--- src/common/ccs_regs.svh ---
`ifndef CCS_REGS_SVH
`define CCS_REGS_SVH

// ----------------------------------------
// register offsets
// ----------------------------------------
`define CCS_OFS_CTRL4         8'h07
`define CCS_OFS_STAT1         8'h08

// ----------------------------------------
// charger_control_four fields and reset
// ----------------------------------------
`define CCS_C4_FORCE_DET      7
`define CCS_C4_HALF_RATE      6
`define CCS_C4_SW_OFF         5
`define CCS_C4_WARM_SEL       4
`define CCS_C4_OFF_DLY        3
`define CCS_C4_SW_RST_EN      2
`define CCS_C4_DGL_HI         1
`define CCS_C4_DGL_LO         0
`define CCS_C4_RESET          8'h4C
// bits that the watchdog also returns to default; the rest only follow register reset
`define CCS_C4_WDOG_MASK      8'hD4

// ----------------------------------------
// charger_status_one fields
// ----------------------------------------
`define CCS_S1_SRC_HI         7
`define CCS_S1_SRC_LO         5
`define CCS_SRC_NONE          3'h0
`define CCS_SRC_HOST_STD      3'h1
`define CCS_SRC_ADAPTOR       3'h2
`define CCS_SRC_OTG           3'h7

// ----------------------------------------
// timing
// ----------------------------------------
`define CCS_CLK_PERIOD_PS     5000
`define CCS_SHIP_DLY_MS       12000
`define CCS_DGL0_US           128
`define CCS_DGL1_US           256
`define CCS_DGL2_US           1000
`define CCS_DGL3_US           2000
`define CCS_DGL_CYC(us)       (19'((us) * 1000000 / `CCS_CLK_PERIOD_PS))
`define CCS_WARM_LIMIT_MV     13'h1004

`endif

--- src/common/ccs_pkg.sv ---
package ccs_pkg;

	// charge phase reported by the charger core
	typedef enum logic [1:0] {
		CCS_CHG_OFF,
		CCS_CHG_PRE,
		CCS_CHG_FAST,
		CCS_CHG_DONE
	} ccs_chg_phase_e;

	// analog comparator levels, asynchronous to sys_clk
	typedef struct packed {
		logic vbus_present;
		logic vbus_in_range;
		logic vbus_poor;
		logic therm_reg;
		logic vbat_below_sysmin;
		logic psel_high;
		logic cool_temp;
		logic warm_temp;
		logic in_dpm;
	} ccs_analog_s;

	// register access from the serial front end
	typedef struct packed {
		logic       wr;
		logic       rd;
		logic [7:0] addr;
		logic [7:0] wdata;
	} ccs_reg_req_s;

	typedef enum logic {
		CCS_DET_IDLE,
		CCS_DET_RUN
	} ccs_det_state_e;

	typedef enum logic [1:0] {
		CCS_SW_ON,
		CCS_SW_WAIT,
		CCS_SW_OFF
	} ccs_sw_state_e;

endpackage

--- src/rtl/ccs_regs.sv ---
`timescale 1ns/1ps
`include "ccs_regs.svh"

// Behaviour
// - force bit starts current limit detection with input present; clears itself when done
// - half-rate enable halves safety timer ticks during dpm, cool or thermal regulation
// - switch-off bit turns battery switch off, after ship-mode delay if selected
// - delay bit: 0 immediate turn-off, 1 delayed turn-off; default 1
// - warm band: charge to min(4.1 V, programmed) if bit 0, else programmed
// - battery switch reset enable bit allows reset when 1, default 1
// - filter field: 00 128us, 01 256us, 10 1ms, 11 2ms
// - control register resets to 0x4C
// - detecting variant reports detected source type code
// - base variant: none, host if select pin high, adaptor if low, otg
// - detected current limit goes to the current limit field
// - charge state reads 00 off, 01 pre, 10 fast, 11 terminated
// - power good reads 1 only while input in range and not poor
// - thermal flag reads 1 while in thermal regulation
// - system flag reads 1 while battery below minimum system voltage
// - register reset restores defaults, restarts safety timer, then clears
module ccs_regs #(
	parameter bit          HAS_DETECT   = 1'b1,
	parameter logic [31:0] SHIP_DLY_CYC = 32'(64'(`CCS_SHIP_DLY_MS) * 64'd1000000000 / 64'(`CCS_CLK_PERIOD_PS))
) (
	// clock and reset
	input  wire logic                     sys_clk,
	input  wire logic                     rst_n,
	// register access
	input  wire ccs_pkg::ccs_reg_req_s    reg_req,
	output logic [7:0]                    reg_rdata_q,
	// reset sources
	input  wire logic                     reg_reset,
	input  wire logic                     watchdog_reset,
	// analog levels
	input  wire ccs_pkg::ccs_analog_s     analog_raw,
	// charger core
	input  wire ccs_pkg::ccs_chg_phase_e  charge_phase,
	input  wire logic                     otg_active,
	input  wire logic                     timer_base_tick,
	input  wire logic [12:0]              charge_reg_mv,
	// current limit detection
	input  wire logic                     det_done,
	input  wire logic [2:0]               det_type,
	input  wire logic [4:0]               det_ilim,
	output logic                          ilim_detect_start_q,
	output logic [4:0]                    input_current_limit_field_q,
	output logic                          ilim_field_load_q,
	// controls
	output logic                          safety_tick_q,
	output logic                          safety_timer_restart_q,
	output logic                          battery_switch_off_q,
	output logic                          battery_switch_reset_en_q,
	output logic [12:0]                   charge_target_mv_q,
	output logic [18:0]                   ocp_deglitch_cyc_q
);
	import ccs_pkg::*;

	localparam int NSYNC = $bits(ccs_analog_s);

	if (SHIP_DLY_CYC == 32'h0) begin : g_chk
		$error("SHIP_DLY_CYC must be at least one cycle");
	end

	// ----------------------------------------
	// input synchronisers
	// ----------------------------------------
	logic [NSYNC-1:0] sync1_q;
	logic [NSYNC-1:0] sync2_q;
	ccs_analog_s      ana;

	for (genvar i = 0; i < NSYNC; i++) begin : g_sync
		always_ff @(posedge sys_clk) begin
			if (!rst_n) begin
				sync1_q[i] <= 1'b0;
				sync2_q[i] <= 1'b0;
			end else begin
				sync1_q[i] <= analog_raw[i];
				sync2_q[i] <= sync1_q[i];
			end
		end
	end
	assign ana = ccs_analog_s'(sync2_q);

	// ----------------------------------------
	// control register
	// ----------------------------------------
	logic [7:0]     ctrl_q;
	logic [7:0]     ctrl_d;
	ccs_det_state_e det_q;
	ccs_det_state_e det_d;
	logic           det_clear;
	logic           ctrl_wr;
	logic           stat_sel;
	logic [7:0]     ctrl_after_wr;
	logic [7:0]     ctrl_after_wd;

	assign ctrl_wr  = reg_req.wr && (reg_req.addr == `CCS_OFS_CTRL4);
	assign stat_sel = reg_req.addr == `CCS_OFS_STAT1;
	// a host write lands over a completing detection, so a fresh request is never lost
	assign ctrl_after_wr = ctrl_wr ?
		{reg_req.wdata[`CCS_C4_FORCE_DET] & ana.vbus_present, reg_req.wdata[6:0]} :
		{ctrl_q[`CCS_C4_FORCE_DET] & ~det_clear, ctrl_q[6:0]};
	assign ctrl_after_wd = watchdog_reset ?
		((ctrl_after_wr & ~`CCS_C4_WDOG_MASK) | (`CCS_C4_RESET & `CCS_C4_WDOG_MASK)) : ctrl_after_wr;
	assign ctrl_d = reg_reset ? `CCS_C4_RESET : ctrl_after_wd;

	always_ff @(posedge sys_clk) begin
		if (!rst_n) begin
			ctrl_q <= `CCS_C4_RESET;
		end else begin
			ctrl_q <= ctrl_d;
		end
	end

	// ----------------------------------------
	// current limit detection
	// ----------------------------------------
	logic [2:0] det_type_q;

	always_comb begin
		det_d     = det_q;
		det_clear = 1'b0;
		unique case (det_q)
			CCS_DET_IDLE: begin
				if (ctrl_q[`CCS_C4_FORCE_DET] && ana.vbus_present) begin
					det_d = CCS_DET_RUN;
				end
			end
			CCS_DET_RUN: begin
				// losing the input aborts the run, otherwise the bit would stick high
				if (det_done || !ana.vbus_present) begin
					det_d     = CCS_DET_IDLE;
					det_clear = 1'b1;
				end
			end
		endcase
	end

	always_ff @(posedge sys_clk) begin
		if (!rst_n) begin
			det_q                       <= CCS_DET_IDLE;
			ilim_detect_start_q         <= 1'b0;
			ilim_field_load_q           <= 1'b0;
			input_current_limit_field_q <= 5'h00;
			det_type_q                  <= `CCS_SRC_NONE;
		end else begin
			det_q               <= det_d;
			ilim_detect_start_q <= (det_q == CCS_DET_IDLE) && (det_d == CCS_DET_RUN);
			ilim_field_load_q   <= (det_q == CCS_DET_RUN) && det_done;
			if ((det_q == CCS_DET_RUN) && det_done) begin
				input_current_limit_field_q <= det_ilim;
				det_type_q                  <= det_type;
			end
		end
	end

	// ----------------------------------------
	// safety timer rate
	// ----------------------------------------
	logic slow_cond;
	logic half_phase_q;

	assign slow_cond = ctrl_q[`CCS_C4_HALF_RATE] && (ana.in_dpm || ana.cool_temp || ana.therm_reg);

	always_ff @(posedge sys_clk) begin
		if (!rst_n) begin
			half_phase_q           <= 1'b0;
			safety_tick_q          <= 1'b0;
			safety_timer_restart_q <= 1'b0;
		end else begin
			half_phase_q           <= slow_cond && (half_phase_q ^ timer_base_tick);
			safety_tick_q          <= timer_base_tick && (!slow_cond || half_phase_q);
			safety_timer_restart_q <= reg_reset;
		end
	end

	// ----------------------------------------
	// battery switch turn-off
	// ----------------------------------------
	ccs_sw_state_e sw_q;
	ccs_sw_state_e sw_d;
	logic [31:0]   sw_cnt_q;
	logic          sw_cnt_end;

	assign sw_cnt_end = sw_cnt_q == SHIP_DLY_CYC - 32'h1;

	always_comb begin
		sw_d = sw_q;
		unique case (sw_q)
			CCS_SW_ON: begin
				if (ctrl_q[`CCS_C4_SW_OFF]) begin
					sw_d = ctrl_q[`CCS_C4_OFF_DLY] ? CCS_SW_WAIT : CCS_SW_OFF;
				end
			end
			CCS_SW_WAIT: begin
				// clearing the bit during the wait cancels the pending turn-off
				if (!ctrl_q[`CCS_C4_SW_OFF]) begin
					sw_d = CCS_SW_ON;
				end else if (sw_cnt_end) begin
					sw_d = CCS_SW_OFF;
				end
			end
			CCS_SW_OFF: begin
				if (!ctrl_q[`CCS_C4_SW_OFF]) begin
					sw_d = CCS_SW_ON;
				end
			end
			default: begin
				sw_d = CCS_SW_ON;
			end
		endcase
	end

	always_ff @(posedge sys_clk) begin
		if (!rst_n) begin
			sw_q                 <= CCS_SW_ON;
			sw_cnt_q             <= 32'h0000_0000;
			battery_switch_off_q <= 1'b0;
		end else begin
			sw_q                 <= sw_d;
			sw_cnt_q             <= (sw_q == CCS_SW_WAIT) ? sw_cnt_q + 32'h1 : 32'h0000_0000;
			battery_switch_off_q <= sw_d == CCS_SW_OFF;
		end
	end

	// ----------------------------------------
	// steering outputs
	// ----------------------------------------
	logic        warm_clamp;
	logic [18:0] dgl_cyc;

	assign warm_clamp = ana.warm_temp && !ctrl_q[`CCS_C4_WARM_SEL] && (charge_reg_mv > `CCS_WARM_LIMIT_MV);
	assign dgl_cyc =
		(ctrl_q[1:0] == 2'b00) ? `CCS_DGL_CYC(`CCS_DGL0_US) :
		(ctrl_q[1:0] == 2'b01) ? `CCS_DGL_CYC(`CCS_DGL1_US) :
		(ctrl_q[1:0] == 2'b10) ? `CCS_DGL_CYC(`CCS_DGL2_US) : `CCS_DGL_CYC(`CCS_DGL3_US);

	always_ff @(posedge sys_clk) begin
		if (!rst_n) begin
			battery_switch_reset_en_q <= 1'b1;
			charge_target_mv_q        <= 13'h0000;
			ocp_deglitch_cyc_q        <= `CCS_DGL_CYC(`CCS_DGL0_US);
		end else begin
			battery_switch_reset_en_q <= ctrl_q[`CCS_C4_SW_RST_EN];
			charge_target_mv_q        <= warm_clamp ? `CCS_WARM_LIMIT_MV : charge_reg_mv;
			ocp_deglitch_cyc_q        <= dgl_cyc;
		end
	end

	// ----------------------------------------
	// status register and read data
	// ----------------------------------------
	logic [2:0] src_type;
	logic [7:0] status_w;
	logic [7:0] rd_mux;

	// the base variant has no detector, so with input present and otg off the select pin names the source
	assign src_type = otg_active ? `CCS_SRC_OTG :
		!ana.vbus_present ? `CCS_SRC_NONE :
		HAS_DETECT ? det_type_q :
		ana.psel_high ? `CCS_SRC_HOST_STD : `CCS_SRC_ADAPTOR;
	assign status_w = {src_type, charge_phase,
		ana.vbus_in_range & ~ana.vbus_poor,
		ana.therm_reg,
		ana.vbat_below_sysmin};
	assign rd_mux = (reg_req.addr == `CCS_OFS_CTRL4) ? ctrl_q : stat_sel ? status_w : 8'h00;

	always_ff @(posedge sys_clk) begin
		if (!rst_n) begin
			reg_rdata_q <= 8'h00;
		end else begin
			reg_rdata_q <= reg_req.rd ? rd_mux : 8'h00;
		end
	end
endmodule

--- config.mk ---
export PLATFORM = sky130hd
export DESIGN_NAME = ccs_regs
export DESIGN_NICKNAME = d
export VERILOG_FILES = /design/src/common/ccs_pkg.sv /design/src/rtl/ccs_regs.sv
export VERILOG_INCLUDE_DIRS = /design/src /design/src/common
export SDC_FILE = /design/constraint.sdc
export NUM_CORES = 1
export LEC_CHECK = 0
export BUFFER_PORTS_ARGS = -buffer_cell sky130_fd_sc_hd__buf_2
export CAP_MARGIN = 20
export CORE_MARGIN = 2
export CORE_UTILIZATION = 40
export CTS_BUF_LIST = sky130_fd_sc_hd__clkbuf_4
export DETAILED_ROUTE_END_ITERATION = 10
export GPL_TIMING_DRIVEN = 0
export HOLD_SLACK_MARGIN = 0.12
export PLACE_DENSITY = 0.66
export SKIP_CTS_REPAIR_TIMING = 1
export SLEW_MARGIN = 40
export SYNTH_ARGS = -nofsm -noshare
export SYNTH_HDL_FRONTEND = slang
export SYNTH_SLANG_ARGS = --single-unit
--- constraint.sdc ---
create_clock -name sys_clk -period 6 [get_ports sys_clk]
set_input_delay 0.3 -clock sys_clk [delete_from_list [all_inputs] [get_ports sys_clk]]
set_output_delay 0.3 -clock sys_clk [all_outputs]
set_load 0.02 [all_outputs]
### Word-level counts from Yosys, hierarchy flattened

Cells that the tools add are included.

| cells by class | value |
|---|---|
| add/subtract/negate cells | 1 |
| order comparisons | 1 |
| equal/unequal tests | 8 |
| muxes and demuxes | 19 |
| bitwise operators | 8 |
| reductions and logical operators | 25 |

Operators with widths:

| cell | number |
|---|---|
| 32-bit by 1-bit adder with 32-bit output, second input constant | 1 |
| 32-bit == test, second input constant | 1 |
| 8-bit 2-to-1 mux | 3 |
| 19-bit 2-to-1 mux | 1 |
| 16-bit 2-to-1 mux | 1 |
| 13-bit > comparator, second input constant | 1 |
| 13-bit 2-to-1 mux | 1 |
| 2-bit 2-to-1 mux | 5 |
| 1-bit logical AND | 9 |
| 8-bit by 3-bit == test with 1-bit output, second input constant | 1 |
| 8-bit by 4-bit == test with 1-bit output, second input constant | 1 |
| 2-bit == test, second input constant | 3 |
| 3-bit 2-to-1 mux | 2 |
| 2-bit case mux with 3 select lines | 1 |
| 2-bit OR reduction | 3 |
| 3-bit OR reduction | 2 |
| 2-bit by 1-bit == test with 1-bit output, second input constant | 2 |
| 2-bit zero test | 2 |
| 1-bit logical OR | 4 |
| 1-bit 2-to-1 mux | 4 |
| 1-bit inverter | 4 |
| 2-bit AND reduction | 2 |
| 1-bit AND | 3 |
| 1-bit zero test | 3 |
| 2 further kinds | 2 |

| storage, ports and cells | value |
|---|---|
| register bits | 114 |
| output and inout bits | 51 |
| word-level logic and storage cells | 98 |

### Logic depth before layout (Yosys ltp)

| depth | value |
|---|---|
| depth in word-level cells | 7 |
| depth in mapped cells | 6 |
| depth with buffers taken out | 5 |

### Worst setup path after synthesis

OpenSTA, ideal clock, no wires.

| path | value |
|---|---|
| kind | reg2reg |
| start point | register sw_cnt_q[0] |
| end point | register sw_cnt_q[26] |
| arrival time | 1997 ps |
| required time | 5930 ps |
| path slack | 3933 ps |
| cell stages (with the launch flop) | 7 |
| path through | dfxtp_1 ha_1 nand3_1 or4_4 buf_6 or4_1 a21oi_1 |

| on the way | value |
|---|---|
| longest elaborated chain between the ends | 1 |

Ends and longest elaborated chain:

| what | line | source |
|---|---|---|
| from (decl) | ccs_regs.sv:182 | `logic [31:0] sw_cnt_q;` |
| from (signal assigned) | ccs_regs.sv:221 | `sw_cnt_q <= (sw_q == CCS_SW_WAIT) ? sw_cnt_q + 32'h1 : 32'h0000_0000;` |
| 32-bit by 1-bit adder with 32-bit output | ccs_regs.sv:221 |  |

Every way passes these cells.
A chain may end at the register's enable or synchronous reset.

### Final worst setup path

| path | value |
|---|---|
| start point | register sw_cnt_q[0] |
| end point | register sw_cnt_q[28] |

The elaborated chain is that of the path after synthesis.

==> flow_summary.yaml <==
sta:
  max_freq_mhz: 438
  slew_violations: 0
  period_needed_ps: 2280
  hold_viol_final: 0
  tightest_slew_ps: 809
  fin_ws_ps: 3720
  fin_crit_sh: 0.380
  finClkSkew_ps: 12.8
  max_slew_margin: 0.456
  setup_viol: 0
  holdWs_ps: 130
  fin_tns_setup_ps: 0
  rsz0062_at_grt: "no"
clock_network:
  clock_path_buffers: 2
  htree_num_levels: 3
  clk_latency_ps: 440
  cts.sinks: 103
  cts-buffers-inserted: 9
  cts_tree: "built"
  cts-root-buf: "clkbuf_4"
  path_clk_slew_ps: 150
pwr:
  seqPwrFrac: 0.610
  p_per_area_nw_per_um2: 222
  p_sw_uw: 269
  power_frac_clock: 0.318
  switching_share: 0.235
  cell_internal_pwr_uw: 876
  leakage_nw: 2.08
  vdd_drop_max_v: 0.000161
  power_frac_comb: 0.072
  p_total_mw: 1.15
synthesis:
  synth_xor_area_frac: 0.0290
  synth_adder_area_share: 0.00319
  synthArstFlopShare: 0
  synthSimpleGateAreaFrac: 0.274
  synth_compound_area_frac: 0.111
  postSynthAreaPerCell_um2: 9.33
  synth_cell_types: 46
  ys.warnings.count: 0
  synth_ff_type: "dfxtp_1"
  ys_seq_area_frac: 0.525
  synth_top_family_by_area: "simple AND/OR/NAND/NOR gates"
  synth_area_um2: 3930
  synth_mux_area_frac: 0.00765
  synthCells: 421
  synth_edf_count: 0
  ys_ff_latch: 103
min_path:
  hold_class: "primary input to flip-flop"
floorplanning:
  initial_utilization: 0.407
  dieArea_um2: 10600
  row_count: 36
  fp.dieW_um: 103
  io_pins: 108
  fp.dieH_um: 103
  coreArea_um2: 9640
critical_path:
  worst_ep_required_time_ps: 6380
  crit_path_end_kind: "flip-flop"
  crit_type: "flip-flop to flip-flop"
  critical_path_arrival_ps: 2660
  cp-start-kind: "flip-flop"
  critPathMaxFanout: 10
grt:
  grt_max_degree: 18
  grt_pass1_wl_mm: 14.4
  antenna_found_initial: 0
  grt_use_total: 0.171
  grt_pass1_vias: 3138
  grt.overflow.total: 0
placement:
  hpwl_mm: 6.46
  port_buffers: 98
  dp_cells: 657
  placed_cell_area_um2: 4600
  pre_cts_ws_ps: 3740
  finalWeightedCongestion: 0.782
detailed_routing:
  drt-pass1-iter-count: 4
  wl_per_cell_um: 12.9
  drt-initial-drc-count: 122
  drc_errors: 0
  detailroute.via_count: 3515
  vias_per_cell: 4.92
  routed_wl_mm: 9.23
  drtAntennaViolNets: 0
cells_and_area:
  antenna_cells: 0
  fin_util: 0.535
  syn_to_final_growth_pct: 31.3
  final_area_um2: 5160
  drive_gt1_frac: 0.222
  final_nets: 634
  stdcell_count: 714
  fillers: 926
run:
  drv_cap: 0
run_status:
  status: "complete, no violations"
## cell usage after synthesis (2+ instances only)
cell type | count | share of area
nand4_1 | 13 | 0.021
buf_4 | 11 | 0.021
nor3_1 | 7 | 0.0089
nand4b_1 | 2 | 0.0045
o21ai_0 | 8 | 0.010
a22oi_1 | 7 | 0.013
a21boi_0 | 10 | 0.019
nand2_1 | 39 | 0.037
a21oi_1 | 20 | 0.025
mux2i_1 | 3 | 0.0076
o31ai_1 | 10 | 0.019
xnor2_1 | 6 | 0.013
buf_1 | 2 | 0.0019
or4_1 | 11 | 0.021
a21o_1 | 3 | 0.0057
nand3_1 | 22 | 0.028
dfxtp_1 | 103 | 0.53
clkbuf_1 | 14 | 0.013
a32o_1 | 2 | 0.0051
nor4_1 | 5 | 0.0080
and2_1 | 32 | 0.051
inv_1 | 9 | 0.0086
or3_1 | 6 | 0.0096
xor2_1 | 7 | 0.016
and3_1 | 7 | 0.011
and4_1 | 4 | 0.0089
nor4b_1 | 2 | 0.0045
nor2_1 | 34 | 0.033
nand2b_1 | 5 | 0.0080
## layout by cell type (no fill, tap or decap), types with 13 or more instances in the layout
cell and instances:
clkbuf_1 14, nand2_1 39, buf_2 99, nand3_1 22, dlygate4sd3_1 41, dfxtp_1 103, nor2_1 34, a21oi_1 20
and2_1 32, nand4_1 13
## state kept, by name, summed over array words and instances (netlist names)
signal and flops:
safety_tick_q 1, ctrl_q 8, sw_q 2, ilim_field_load_q 1
ilim_detect_start_q 1, ocp_deglitch_cyc_q 8, charge_target_mv_q 13, sw_cnt_q 32
half_phase_q 1, reg_rdata_q 8, battery_switch_off_q 1, input_current_limit_field_q 5
battery_switch_reset_en_q 1, ana 8, safety_timer_restart_q 1, det_type_q 3
det_q 1, sync1_q 8
## cell families (layout without fill, tap and decap cells)
logic type	Yosys count	count (layout)
buffers and inverters	38	193
multiplexers	3	3
XOR/XNOR	13	13
flip-flops	103	103
other	1	6
AND/OR/NAND/NOR	196	196
AO/OA/AOI/OAI	66	66
adder cells (fa/ha/maj)	1	1
## final timing paths
path / cells past startpoint / slack, ps / end / from
worst max-delay path: 6 / 3720 / sw_cnt_q[28] / sw_cnt_q[0]
worst min register to register: 1 / 450 / ana[0] / sync1_q[0]
worst max register to register: 6 / 3720 / sw_cnt_q[28] / sw_cnt_q[0]
worst min-delay path: 2 / 130 / ilim_field_load_q / det_done
## power by group through the flow
stage / sequential (mW) / clock, mW / combinational [mW]
2_1_floorplan: 0.720 / 0 / 0.0240
3_3_place_gp: 0.713 / 0 / 0.0604
3_5_place_dp: 0.713 / 0 / 0.0616
4_1_cts: 0.698 / 0.371 / 0.0618
5_1_grt: 0.700 / 0.399 / 0.0902
6_report: 0.698 / 0.364 / 0.0829
## area by class of cell
type / instances / area [um^2] / area share
timing repair buffer: 139 / 901 / 0.175
inverter: 9 / 33.8 / 0.00655
sequential: 103 / 2060 / 0.400
tap: 133 / 166 / 0.0323
multi-input combinational: 285 / 1690 / 0.328
buffer: 29 / 159 / 0.0308
clock buffer: 10 / 75.1 / 0.0146
clock inverter: 6 / 68.8 / 0.0133
## metal layers
layer,vias to the layer above,track usage,share of wire
met5,-,0,0
met1,1645,0.213,0.42
met2,86,0.296,0.52
met3,14,0.0386,0.048
li1,1770,-,-
met4,0,0.0496,0.014
## worst max-delay path, cell delays in order (launching register included)
cell and delay [ps]:
dfxtp_1 420, ha_1 220, nand3_1 180, or4_4 590
buf_6 160, or4_1 500, a21oi_1 150
Power figures use the tool's default switching activity.
